**src/hdl/otc_pkg.sv**
```systemverilog
// Package of constants and types for the oscillator trim and clock backup block.
package otc_pkg;

  // ---------------------------------------------------------------
  // Register map (byte addresses on APB)
  // ---------------------------------------------------------------
  localparam logic [11:0] OTC_ADDR_TRIM    = 12'h000;
  localparam logic [11:0] OTC_ADDR_CKCS    = 12'h004;
  localparam logic [11:0] OTC_ADDR_PROTECT = 12'h008;

  // ---------------------------------------------------------------
  // Field positions
  // ---------------------------------------------------------------
  localparam int OTC_CK_PORTC_HI  = 7;
  localparam int OTC_CK_PORTC_LO  = 6;
  localparam int OTC_CK_BACKUP    = 5;
  localparam int OTC_CK_SRC_SEL   = 4;
  localparam int OTC_CK_SW_IE     = 3;
  localparam int OTC_CK_SW_FLAG   = 2;
  localparam int OTC_CK_HALT      = 1;
  localparam int OTC_CK_STATUS    = 0;
  localparam int OTC_PR_WR_INH    = 7;
  localparam int OTC_PR_PROT_WE   = 6;
  localparam int OTC_PR_LOCK      = 5;
  localparam int OTC_PR_TRIM_WE   = 4;

  // ---------------------------------------------------------------
  // Values after reset, fixed read values and the trim sign mask
  // ---------------------------------------------------------------
  localparam logic [7:0] OTC_TRIM_RST     = 8'h00;
  localparam logic [7:0] OTC_TRIM_SIGN    = 8'h80;
  localparam logic [3:0] OTC_PR_LOW_READ  = 4'hf;
  localparam logic [7:0] OTC_CODE_NEUTRAL = 8'h80;

  // ---------------------------------------------------------------
  // Timing of the halt detector
  // ---------------------------------------------------------------
  localparam int OTC_CLK_MHZ      = 25;
  localparam int OTC_HALT_TIME_NS = 1000;
  localparam int OTC_HALT_CYCLES  = (OTC_HALT_TIME_NS * OTC_CLK_MHZ + 999) / 1000;
  localparam logic [7:0] OTC_HALT_CNT = 8'(OTC_HALT_CYCLES);

  // ---------------------------------------------------------------
  // Types
  // ---------------------------------------------------------------
  typedef enum logic [1:0] {
    OTC_PORTC_IO     = 2'h0,
    OTC_PORTC_EXTCLK = 2'h1,
    OTC_PORTC_CLOCK_OUTPUT_PIN = 2'h2,
    OTC_PORTC_XTAL   = 2'h3
  } otc_portc_mode_t;

  typedef struct packed {
    logic pc1_io;
    logic pc1_clock_output_pin;
    logic pc1_xtal_out;
    logic pc0_io;
    logic pc0_clk_in;
  } otc_pin_role_t;

  typedef enum logic {
    OTC_ST_LOAD,
    OTC_ST_RUN
  } otc_state_t;

endpackage

```
**src/hdl/otc_halt_det.sv**
```systemverilog
// Detector that flags a stopped external oscillator from its sampled pin.
module otc_halt_det
  import otc_pkg::*;
(
  // Clock and reset
  input  wire logic pclk,
  input  wire logic presetn,
  // Control
  input  wire logic enable,
  input  wire logic ext_osc_pin,
  // Result
  output logic      halted
);

  logic       sync1_ff, sync2_ff, prev_ff, halted_ff;
  logic [7:0] cnt_ff;
  logic       nxt_prev, nxt_halted;
  logic [7:0] nxt_cnt;

  // ---------------------------------------------------------------
  // Watchdog on pin edges
  // ---------------------------------------------------------------
  // Only the second synchroniser stage feeds the edge compare.
  always_comb begin
    nxt_prev   = sync2_ff;
    nxt_cnt    = cnt_ff;
    nxt_halted = halted_ff;
    if (!enable) begin
      nxt_cnt    = 8'h00;
      nxt_halted = 1'b0;
    end else if (sync2_ff != prev_ff) begin
      nxt_cnt    = 8'h00;
      nxt_halted = 1'b0;
    end else if (cnt_ff >= OTC_HALT_CNT) begin
      nxt_halted = 1'b1;
    end else begin
      nxt_cnt = cnt_ff + 8'h01;
    end
  end

  // Registers of the detector.
  always_ff @(posedge pclk or negedge presetn) begin
    if (!presetn) begin
      sync1_ff  <= 1'b0;
      sync2_ff  <= 1'b0;
      prev_ff   <= 1'b0;
      cnt_ff    <= 8'h00;
      halted_ff <= 1'b0;
    end else begin
      sync1_ff  <= ext_osc_pin;
      sync2_ff  <= sync1_ff;
      prev_ff   <= nxt_prev;
      cnt_ff    <= nxt_cnt;
      halted_ff <= nxt_halted;
    end
  end

  assign halted = halted_ff;

endmodule // otc_halt_det

```
**src/hdl/otc_top.sv**
```systemverilog
// Oscillator trim register, port C function select and clock backup control.
// Function
// - After reset, the trim register is loaded from the flash trim value.
// - Trim only steers the oscillator when the 20 MHz range is selected.
// - A trim write changes the oscillator code at once.
// - Trim is two's complement; code rises monotonically from 00h to FFh as trim goes 80h to 7Fh.
// - Bits 7:6 of clock control pick the port C pin roles.
// - Bit 5 enables halt detection and backup; resets to zero.
// - Halt while on external clock forces the on-chip oscillator.
// - Without backup, bit 4 directly selects the system clock source.
// - Switching from external to on-chip clock sets the switch flag.
// - Trim writes need lock-down clear and trim write enable set.
//
// The APB register port and the placing of the registers were decided locally.
module otc_top
  import otc_pkg::*;
(
  // APB slave
  input  wire logic          pclk,
  input  wire logic          presetn,
  input  wire logic          psel,
  input  wire logic          penable,
  input  wire logic          pwrite,
  input  wire logic [11:0]   paddr,
  input  wire logic [31:0]   pwdata,
  output logic               pready,
  output logic [31:0]        prdata,
  output logic               pslverr,
  // Oscillator side
  input  wire logic [7:0]    flash_trim_data,
  input  wire logic          frequency_range_select,
  input  wire logic          ext_osc_pin,
  output logic [7:0]         osc_trim_code,
  output logic               system_clock_ext,
  output otc_pkg::otc_pin_role_t pin_role
);
  import otc_pkg::*;

  otc_state_t    state_ff, nxt_state;
  logic [7:0]    trim_ff, nxt_trim;
  logic [7:0]    code_ff, nxt_code;
  logic [1:0]    portc_ff, nxt_portc;
  logic          backup_ff, nxt_backup;
  logic          src_sel_ff, nxt_src_sel;
  logic          sw_ie_ff, nxt_sw_ie;
  logic          sw_flag_ff, nxt_sw_flag;
  logic          flag_seen_ff, nxt_flag_seen;
  logic          status_ff, nxt_status;
  logic          prot_we_ff, nxt_prot_we;
  logic          lock_ff, nxt_lock;
  logic          trim_we_ff, nxt_trim_we;
  logic          pready_ff, nxt_pready;
  logic          pslverr_ff, nxt_pslverr;
  logic [31:0]   prdata_ff, nxt_prdata;
  otc_pin_role_t role_ff, nxt_role;
  logic          halted;
  logic          wr_go, rd_go;
  logic          halt_read;

  // ---------------------------------------------------------------
  // Halt detector
  // ---------------------------------------------------------------
  otc_halt_det u_halt (
    .pclk        (pclk),
    .presetn     (presetn),
    .enable      (backup_ff),
    .ext_osc_pin (ext_osc_pin),
    .halted      (halted)
  );

  // Pin roles from the port C field.
  function automatic otc_pin_role_t pin_decode(input logic [1:0] mode);
    otc_pin_role_t r;
    r = '0;
    case (otc_portc_mode_t'(mode))
      OTC_PORTC_IO: begin
        r.pc1_io = 1'b1;
        r.pc0_io = 1'b1;
      end
      OTC_PORTC_CLOCK_OUTPUT_PIN: begin
        r.pc1_clock_output_pin = 1'b1;
        r.pc0_io     = 1'b1;
      end
      OTC_PORTC_EXTCLK: begin
        r.pc0_clk_in = 1'b1;
      end
      default: begin
        r.pc1_xtal_out = 1'b1;
        r.pc0_clk_in   = 1'b1;
      end
    endcase
    return r;
  endfunction

  // ---------------------------------------------------------------
  // Bus handshake
  // ---------------------------------------------------------------
  // A fixed one-wait-state answer keeps read data registered at pready.
  assign wr_go = psel && penable && pready_ff && pwrite;
  assign rd_go = psel && penable && pready_ff && !pwrite;
  // Halt bit reads one while detection is off, as the field is meaningless then.
  assign halt_read = backup_ff ? halted : 1'b1;

  // Next values of every register.
  always_comb begin
    nxt_state     = state_ff;
    nxt_trim      = trim_ff;
    nxt_portc     = portc_ff;
    nxt_backup    = backup_ff;
    nxt_src_sel   = src_sel_ff;
    nxt_sw_ie     = sw_ie_ff;
    nxt_sw_flag   = sw_flag_ff;
    nxt_flag_seen = flag_seen_ff;
    nxt_prot_we   = prot_we_ff;
    nxt_lock      = lock_ff;
    nxt_trim_we   = trim_we_ff;
    nxt_pready    = psel && penable && !pready_ff;
    nxt_pslverr   = 1'b0;
    nxt_prdata    = prdata_ff;
    case (state_ff)
      OTC_ST_LOAD: begin
        nxt_trim  = flash_trim_data;
        nxt_state = OTC_ST_RUN;
      end
      default: begin
        if (wr_go) begin
          if (paddr == OTC_ADDR_TRIM) begin
            if (!lock_ff && trim_we_ff) begin
              nxt_trim = pwdata[7:0];
            end
          end else if (paddr == OTC_ADDR_CKCS) begin
            nxt_portc  = pwdata[OTC_CK_PORTC_HI:OTC_CK_PORTC_LO];
            nxt_backup = pwdata[OTC_CK_BACKUP];
            nxt_sw_ie  = pwdata[OTC_CK_SW_IE];
            if (!pwdata[OTC_CK_SRC_SEL]) begin
              nxt_src_sel = 1'b0;
            end else if (!pwdata[OTC_CK_BACKUP] || !sw_flag_ff) begin
              nxt_src_sel = 1'b1;
            end
            // Flag clears only by writing zero after it was read as one.
            if (!pwdata[OTC_CK_SW_FLAG] && flag_seen_ff) begin
              nxt_sw_flag   = 1'b0;
              nxt_flag_seen = 1'b0;
            end
          end else if (paddr == OTC_ADDR_PROTECT) begin
            if (!pwdata[OTC_PR_WR_INH]) begin
              nxt_prot_we = pwdata[OTC_PR_PROT_WE];
              if (prot_we_ff) begin
                nxt_lock    = lock_ff | pwdata[OTC_PR_LOCK];
                nxt_trim_we = pwdata[OTC_PR_TRIM_WE];
              end
            end
          end
        end
        // Error answers are raised with pready only, never after the access ends.
        if (psel && penable && !pready_ff && !pwrite) begin
          if (paddr == OTC_ADDR_TRIM) begin
            nxt_prdata = {24'h000000, trim_ff};
          end else if (paddr == OTC_ADDR_CKCS) begin
            nxt_prdata = {24'h000000, portc_ff, backup_ff, src_sel_ff, sw_ie_ff,
                          sw_flag_ff, halt_read, status_ff};
          end else if (paddr == OTC_ADDR_PROTECT) begin
            nxt_prdata = {24'h000000, 1'b1, prot_we_ff, lock_ff, trim_we_ff,
                          OTC_PR_LOW_READ};
          end else begin
            nxt_prdata = 32'h00000000;
          end
        end
        if (psel && penable && !pready_ff && !pwrite && paddr != OTC_ADDR_TRIM
            && paddr != OTC_ADDR_CKCS && paddr != OTC_ADDR_PROTECT) begin
          nxt_pslverr = 1'b1;
        end
        if (psel && penable && !pready_ff && pwrite && paddr != OTC_ADDR_TRIM
            && paddr != OTC_ADDR_CKCS && paddr != OTC_ADDR_PROTECT) begin
          nxt_pslverr = 1'b1;
        end
        if (rd_go && paddr == OTC_ADDR_CKCS && sw_flag_ff) begin
          nxt_flag_seen = 1'b1;
        end
        // A halt drops the external selection whatever was written.
        if (backup_ff && halted && status_ff) begin
          nxt_src_sel = 1'b0;
        end
      end
    endcase
    nxt_status = nxt_src_sel;
    // Falling source is the switch event; it beats a clear in the same cycle.
    if (status_ff && !nxt_status) begin
      nxt_sw_flag = 1'b1;
    end
    // Sign bit flipped gives an offset code that rises from 00h up to FFh as trim goes 80h to 7Fh.
    nxt_code = frequency_range_select ? (nxt_trim ^ OTC_TRIM_SIGN)
                                      : OTC_CODE_NEUTRAL;
    nxt_role = pin_decode(nxt_portc);
  end

  // ---------------------------------------------------------------
  // Register bank
  // ---------------------------------------------------------------
  always_ff @(posedge pclk or negedge presetn) begin
    if (!presetn) begin
      state_ff     <= OTC_ST_LOAD;
      trim_ff      <= OTC_TRIM_RST;
      code_ff      <= OTC_CODE_NEUTRAL;
      portc_ff     <= 2'h0;
      backup_ff    <= 1'b0;
      src_sel_ff   <= 1'b0;
      sw_ie_ff     <= 1'b0;
      sw_flag_ff   <= 1'b0;
      flag_seen_ff <= 1'b0;
      status_ff    <= 1'b0;
      prot_we_ff   <= 1'b0;
      lock_ff      <= 1'b0;
      trim_we_ff   <= 1'b0;
      pready_ff    <= 1'b0;
      pslverr_ff   <= 1'b0;
      prdata_ff    <= 32'h00000000;
      role_ff      <= '0;
    end else begin
      state_ff     <= nxt_state;
      trim_ff      <= nxt_trim;
      code_ff      <= nxt_code;
      portc_ff     <= nxt_portc;
      backup_ff    <= nxt_backup;
      src_sel_ff   <= nxt_src_sel;
      sw_ie_ff     <= nxt_sw_ie;
      sw_flag_ff   <= nxt_sw_flag;
      flag_seen_ff <= nxt_flag_seen;
      status_ff    <= nxt_status;
      prot_we_ff   <= nxt_prot_we;
      lock_ff      <= nxt_lock;
      trim_we_ff   <= nxt_trim_we;
      pready_ff    <= nxt_pready;
      pslverr_ff   <= nxt_pslverr;
      prdata_ff    <= nxt_prdata;
      role_ff      <= nxt_role;
    end
  end

  assign pready           = pready_ff;
  assign prdata           = prdata_ff;
  assign pslverr          = pslverr_ff;
  assign osc_trim_code    = code_ff;
  assign system_clock_ext = status_ff;
  assign pin_role         = role_ff;

endmodule // otc_top

```
**config.mk**
```make
export PLATFORM = sky130hd
export DESIGN_NAME = otc_top
export DESIGN_NICKNAME = d
export VERILOG_FILES = /design/src/hdl/otc_pkg.sv /design/src/hdl/otc_halt_det.sv /design/src/hdl/otc_top.sv
export SDC_FILE = /design/constraint.sdc
export NUM_CORES = 1
export LEC_CHECK = 0
export ABC_AREA = 0
export BUFFER_PORTS_ARGS = -buffer_cell sky130_fd_sc_hd__buf_2
export CORE_ASPECT_RATIO = 1.5
export CORE_MARGIN = 3
export CORE_UTILIZATION = 33
export DETAILED_ROUTE_END_ITERATION = 10
export HOLD_SLACK_MARGIN = 0.03
export SYNTH_ARGS = -nofsm -noshare
export SYNTH_HDL_FRONTEND = slang
export SYNTH_SLANG_ARGS = --single-unit
```
**constraint.sdc**
```tcl
create_clock -name pclk -period 4.6 [get_ports pclk]
set_clock_uncertainty 0.05 [all_clocks]
set_input_delay 0.46 -clock pclk [delete_from_list [all_inputs] [get_ports pclk]]
set_output_delay 0.46 -clock pclk [all_outputs]
set_load 0.05 [all_outputs]
```
==> summary.txt <==
====================================================================================
Overall die area                                                            9120 µm²
Weighted congestion at the end of routability-driven global placement          0.798
Growth of design area from synthesis to finish                                 17.3%
Final std cells w/o fill                                                         415
TritonCTS clock tree                                                           built
Quantity of I/O buffers inserted on ports                                         58
Setup total negative slack                                                      0 ns
Total number of clock tree sinks                                                  53
Number of instances in the placed design                                         408
Number of instances resized during post-cts repair                                 0
Post-CTS Setup Repair Bufs                                                         0
Hold Crit Class                                                             in2async
Half-perimeter wire length of the detailed placement result                  4.65 mm
Warnings, synthesis                                                                0
Most area-hungry cell type in the Yosys netlist                         sky130_fd_sc_hd__dfrtp_1
Initial antenna violation count                                                    0
Final critical-path setup slack                                              2.14 ns
Overall global routing resource usage                                          0.135
Outcome                                                                 complete, no violations
Routed wire length per instance                                              14.5 µm
Minimum setup slack after placement                                          2.11 ns
Final hold violation count                                                         0
Total power density per cell area                                         337 nW/µm²
Worst skew pair latency                                                      0.29 ns
Largest cells by area after synthesis                                   sky130_fd_sc_hd__dfrtp_1, sky130_fd_sc_hd__buf_4, sky130_fd_sc_hd__nand2_1
Number of global-route vias before repair                                       1975
CTS Buffer Depth                                                                   2
Total power of the final layout                                              1040 µW
Startpoint types                                                            register
Routed vias/inst                                                                4.91
Die H                                                                         115 µm
CTS Buf Count                                                                      5
Flip-flop cell with the highest count after synthesis                   sky130_fd_sc_hd__dfrtp_1
Global-route wire length before repair                                       9.71 mm
Relative slew margins                                                          0.451
Arrival time of the worst setup path                                         2.59 ns
RSZ-0062 raised after global routing                                              no
Synthesized area per cell                                                   10.3 µm²
Fraction of final layout cells with drive strength greater than 1              0.262
Die X-Extent                                                                 79.0 µm
Library cell with the highest instance count after synthesis            sky130_fd_sc_hd__dfrtp_1
Pleak                                                                     0.00146 µW
Smallest hold slack                                                         0.228 ns
Crit share post-route                                                          0.536
Final ANT Viol Nets                                                                0
Final setup violation count                                                        0
Nets                                                                             375
Share of flip-flops with an asynchronous set or reset                           1.00
Required time at the endpoint of the critical path                           4.73 ns
Critical path start-end classification                                       reg2reg
CTS Hold Buffers Added                                                             0
Flop and latch count out of synthesis                                             53
Register clock-pin slew on the reported worst setup and hold paths           0.07 ns
Total number of H-tree levels                                                      2
Root Buffer Master                                                      sky130_fd_sc_hd__clkbuf_16
Top Ports                                                                        107
Worst vdd rail ir drop                                                      0.195 mV
Routed WL                                                                    6.01 mm
Count of flip-flops with a built-in enable after synthesis                         0
Pin count of the biggest net entering global routing                              54
Summed instance area of the synthesized netlist                             2640 µm²
Critical path fanouts, max                                                        13
Antenna diodes                                                                     0
Portion of the post-synthesis area used by sequential elements                 0.503
Achievable Freq                                                              406 MHz
Least-Margin Pin Slew                                                       0.821 ns
Number of pins with negative max-slew slack in the final report                    0
Number of cells produced by synthesis                                            256
Standard cell core area                                                     7710 µm²
Starting density of the core                                                   0.342
Number of vias in the routed layout                                             2037
Post-route minimum period                                                    2.46 ns
Starting DRC count in detailed routing                                            76
Number of max-capacitance violations reported                                      0
Router iterations before antenna repair                                            4
Overflow after GRT                                                                 0
Crit path capture type                                                      register
Cell types with the highest counts after synthesis                      sky130_fd_sc_hd__dfrtp_1, sky130_fd_sc_hd__buf_4, sky130_fd_sc_hd__nand2_1
Site Rows                                                                         39
Count of unique library cells instantiated by Yosys                               52
Area share of the largest cell type after synthesis                            0.493
Post-detailed-route DRC marker count                                               0
====================================================================================
[kinds of logic after synthesis]
kind of cell               Yosys count  share of synthesized area
and+or+nand+nor                     91                      0.196
DFF                                 53                      0.503
xor gates and xnor gates             3                    0.00996
muxes                               11                     0.0441
other                                2                    0.00285
buffers and inverters               43                     0.0987
adders and majority gates            3                     0.0142
AOI/OAI and AO/OA                   50                      0.131
[final cells by class]
cell class                      instances  area (µm²)
Timing Repair Buffer                   59         298
Multi-Input combinational cell        183        1140
Clock buffer                            5         125
Clock inverter                          2        38.8
Inverter                               11        41.3
Fill cell                             805        4620
Tap cell                              102         128
Sequential cell                        53        1330
[worst max-delay path, stage by stage, from the launching register on]
cell and delay [ns]:
sky130_fd_sc_hd__dfrtp_1 0.61, sky130_fd_sc_hd__clkinv_1 0.36, sky130_fd_sc_hd__nor2_1 0.72, sky130_fd_sc_hd__nand4_1 0.28, sky130_fd_sc_hd__mux2_2 0.33
[report_power, final]
group          total (µW)  internal (µW)  switching [µW]
Clock                 418            256             163
Combinational         136           28.1             108
Sequential            487            480            7.92
[metrics by stage]
step | utilization | instance area (µm²)
detailed placement | 0.380 | 2930
finish | 0.401 | 3090
global placement | 0.380 | 2930
floorplan | - | 2720
CTS | 0.401 | 3090
global route | 0.401 | 3090
[sequential cells by signal, indices dropped and copies added, names as in the netlist, 5 cells and up]
register       flops
u_halt.cnt_ff      8
trim_ff            8
prdata             8
osc_trim_code      8
pin_role           5
[cell usage in the layout, fill, tap and decap left out, drive strengths merged, types with 9 or more instances in the layout]
cell type,n
a21oi,9
buf,59
conb,25
dfrtp,52
inv,11
nand2,24
nand3,18
nor2,19
[final timing paths]
check	slack [ns]	start	cells after the start	end
setup / recovery	2.14	state_ff$_DFF_PN0_	4	trim_we_ff$_DFFE_PN0P_
hold / removal	0.23	presetn	2	u_halt.nxt_prev$_DFF_PN0_
setup reg to reg	2.14	state_ff$_DFF_PN0_	4	trim_we_ff$_DFFE_PN0P_
hold reg to reg	0.31	u_halt.sync1_ff$_DFF_PN0_	0	u_halt.nxt_prev$_DFF_PN0_
max in group asynchronous	3.81	presetn	2	prdata[3]$_DFFE_PN0P_
min in group pclk	0.23	ext_osc_pin	1	u_halt.sync1_ff$_DFF_PN0_
[per-layer routing]
layer | routed length, µm | global-route usage | share of wire | up-vias
li1 | - | - | - | 984
met3 | 276 | 0.0218 | 0.046 | 10
met5 | 0 | 0 | 0 | -
met1 | 2380 | 0.157 | 0.40 | 980
met2 | 3210 | 0.246 | 0.53 | 63
met4 | 133 | 0.0562 | 0.022 | 0
No activity file was read; power rests on OpenSTA's default activity.
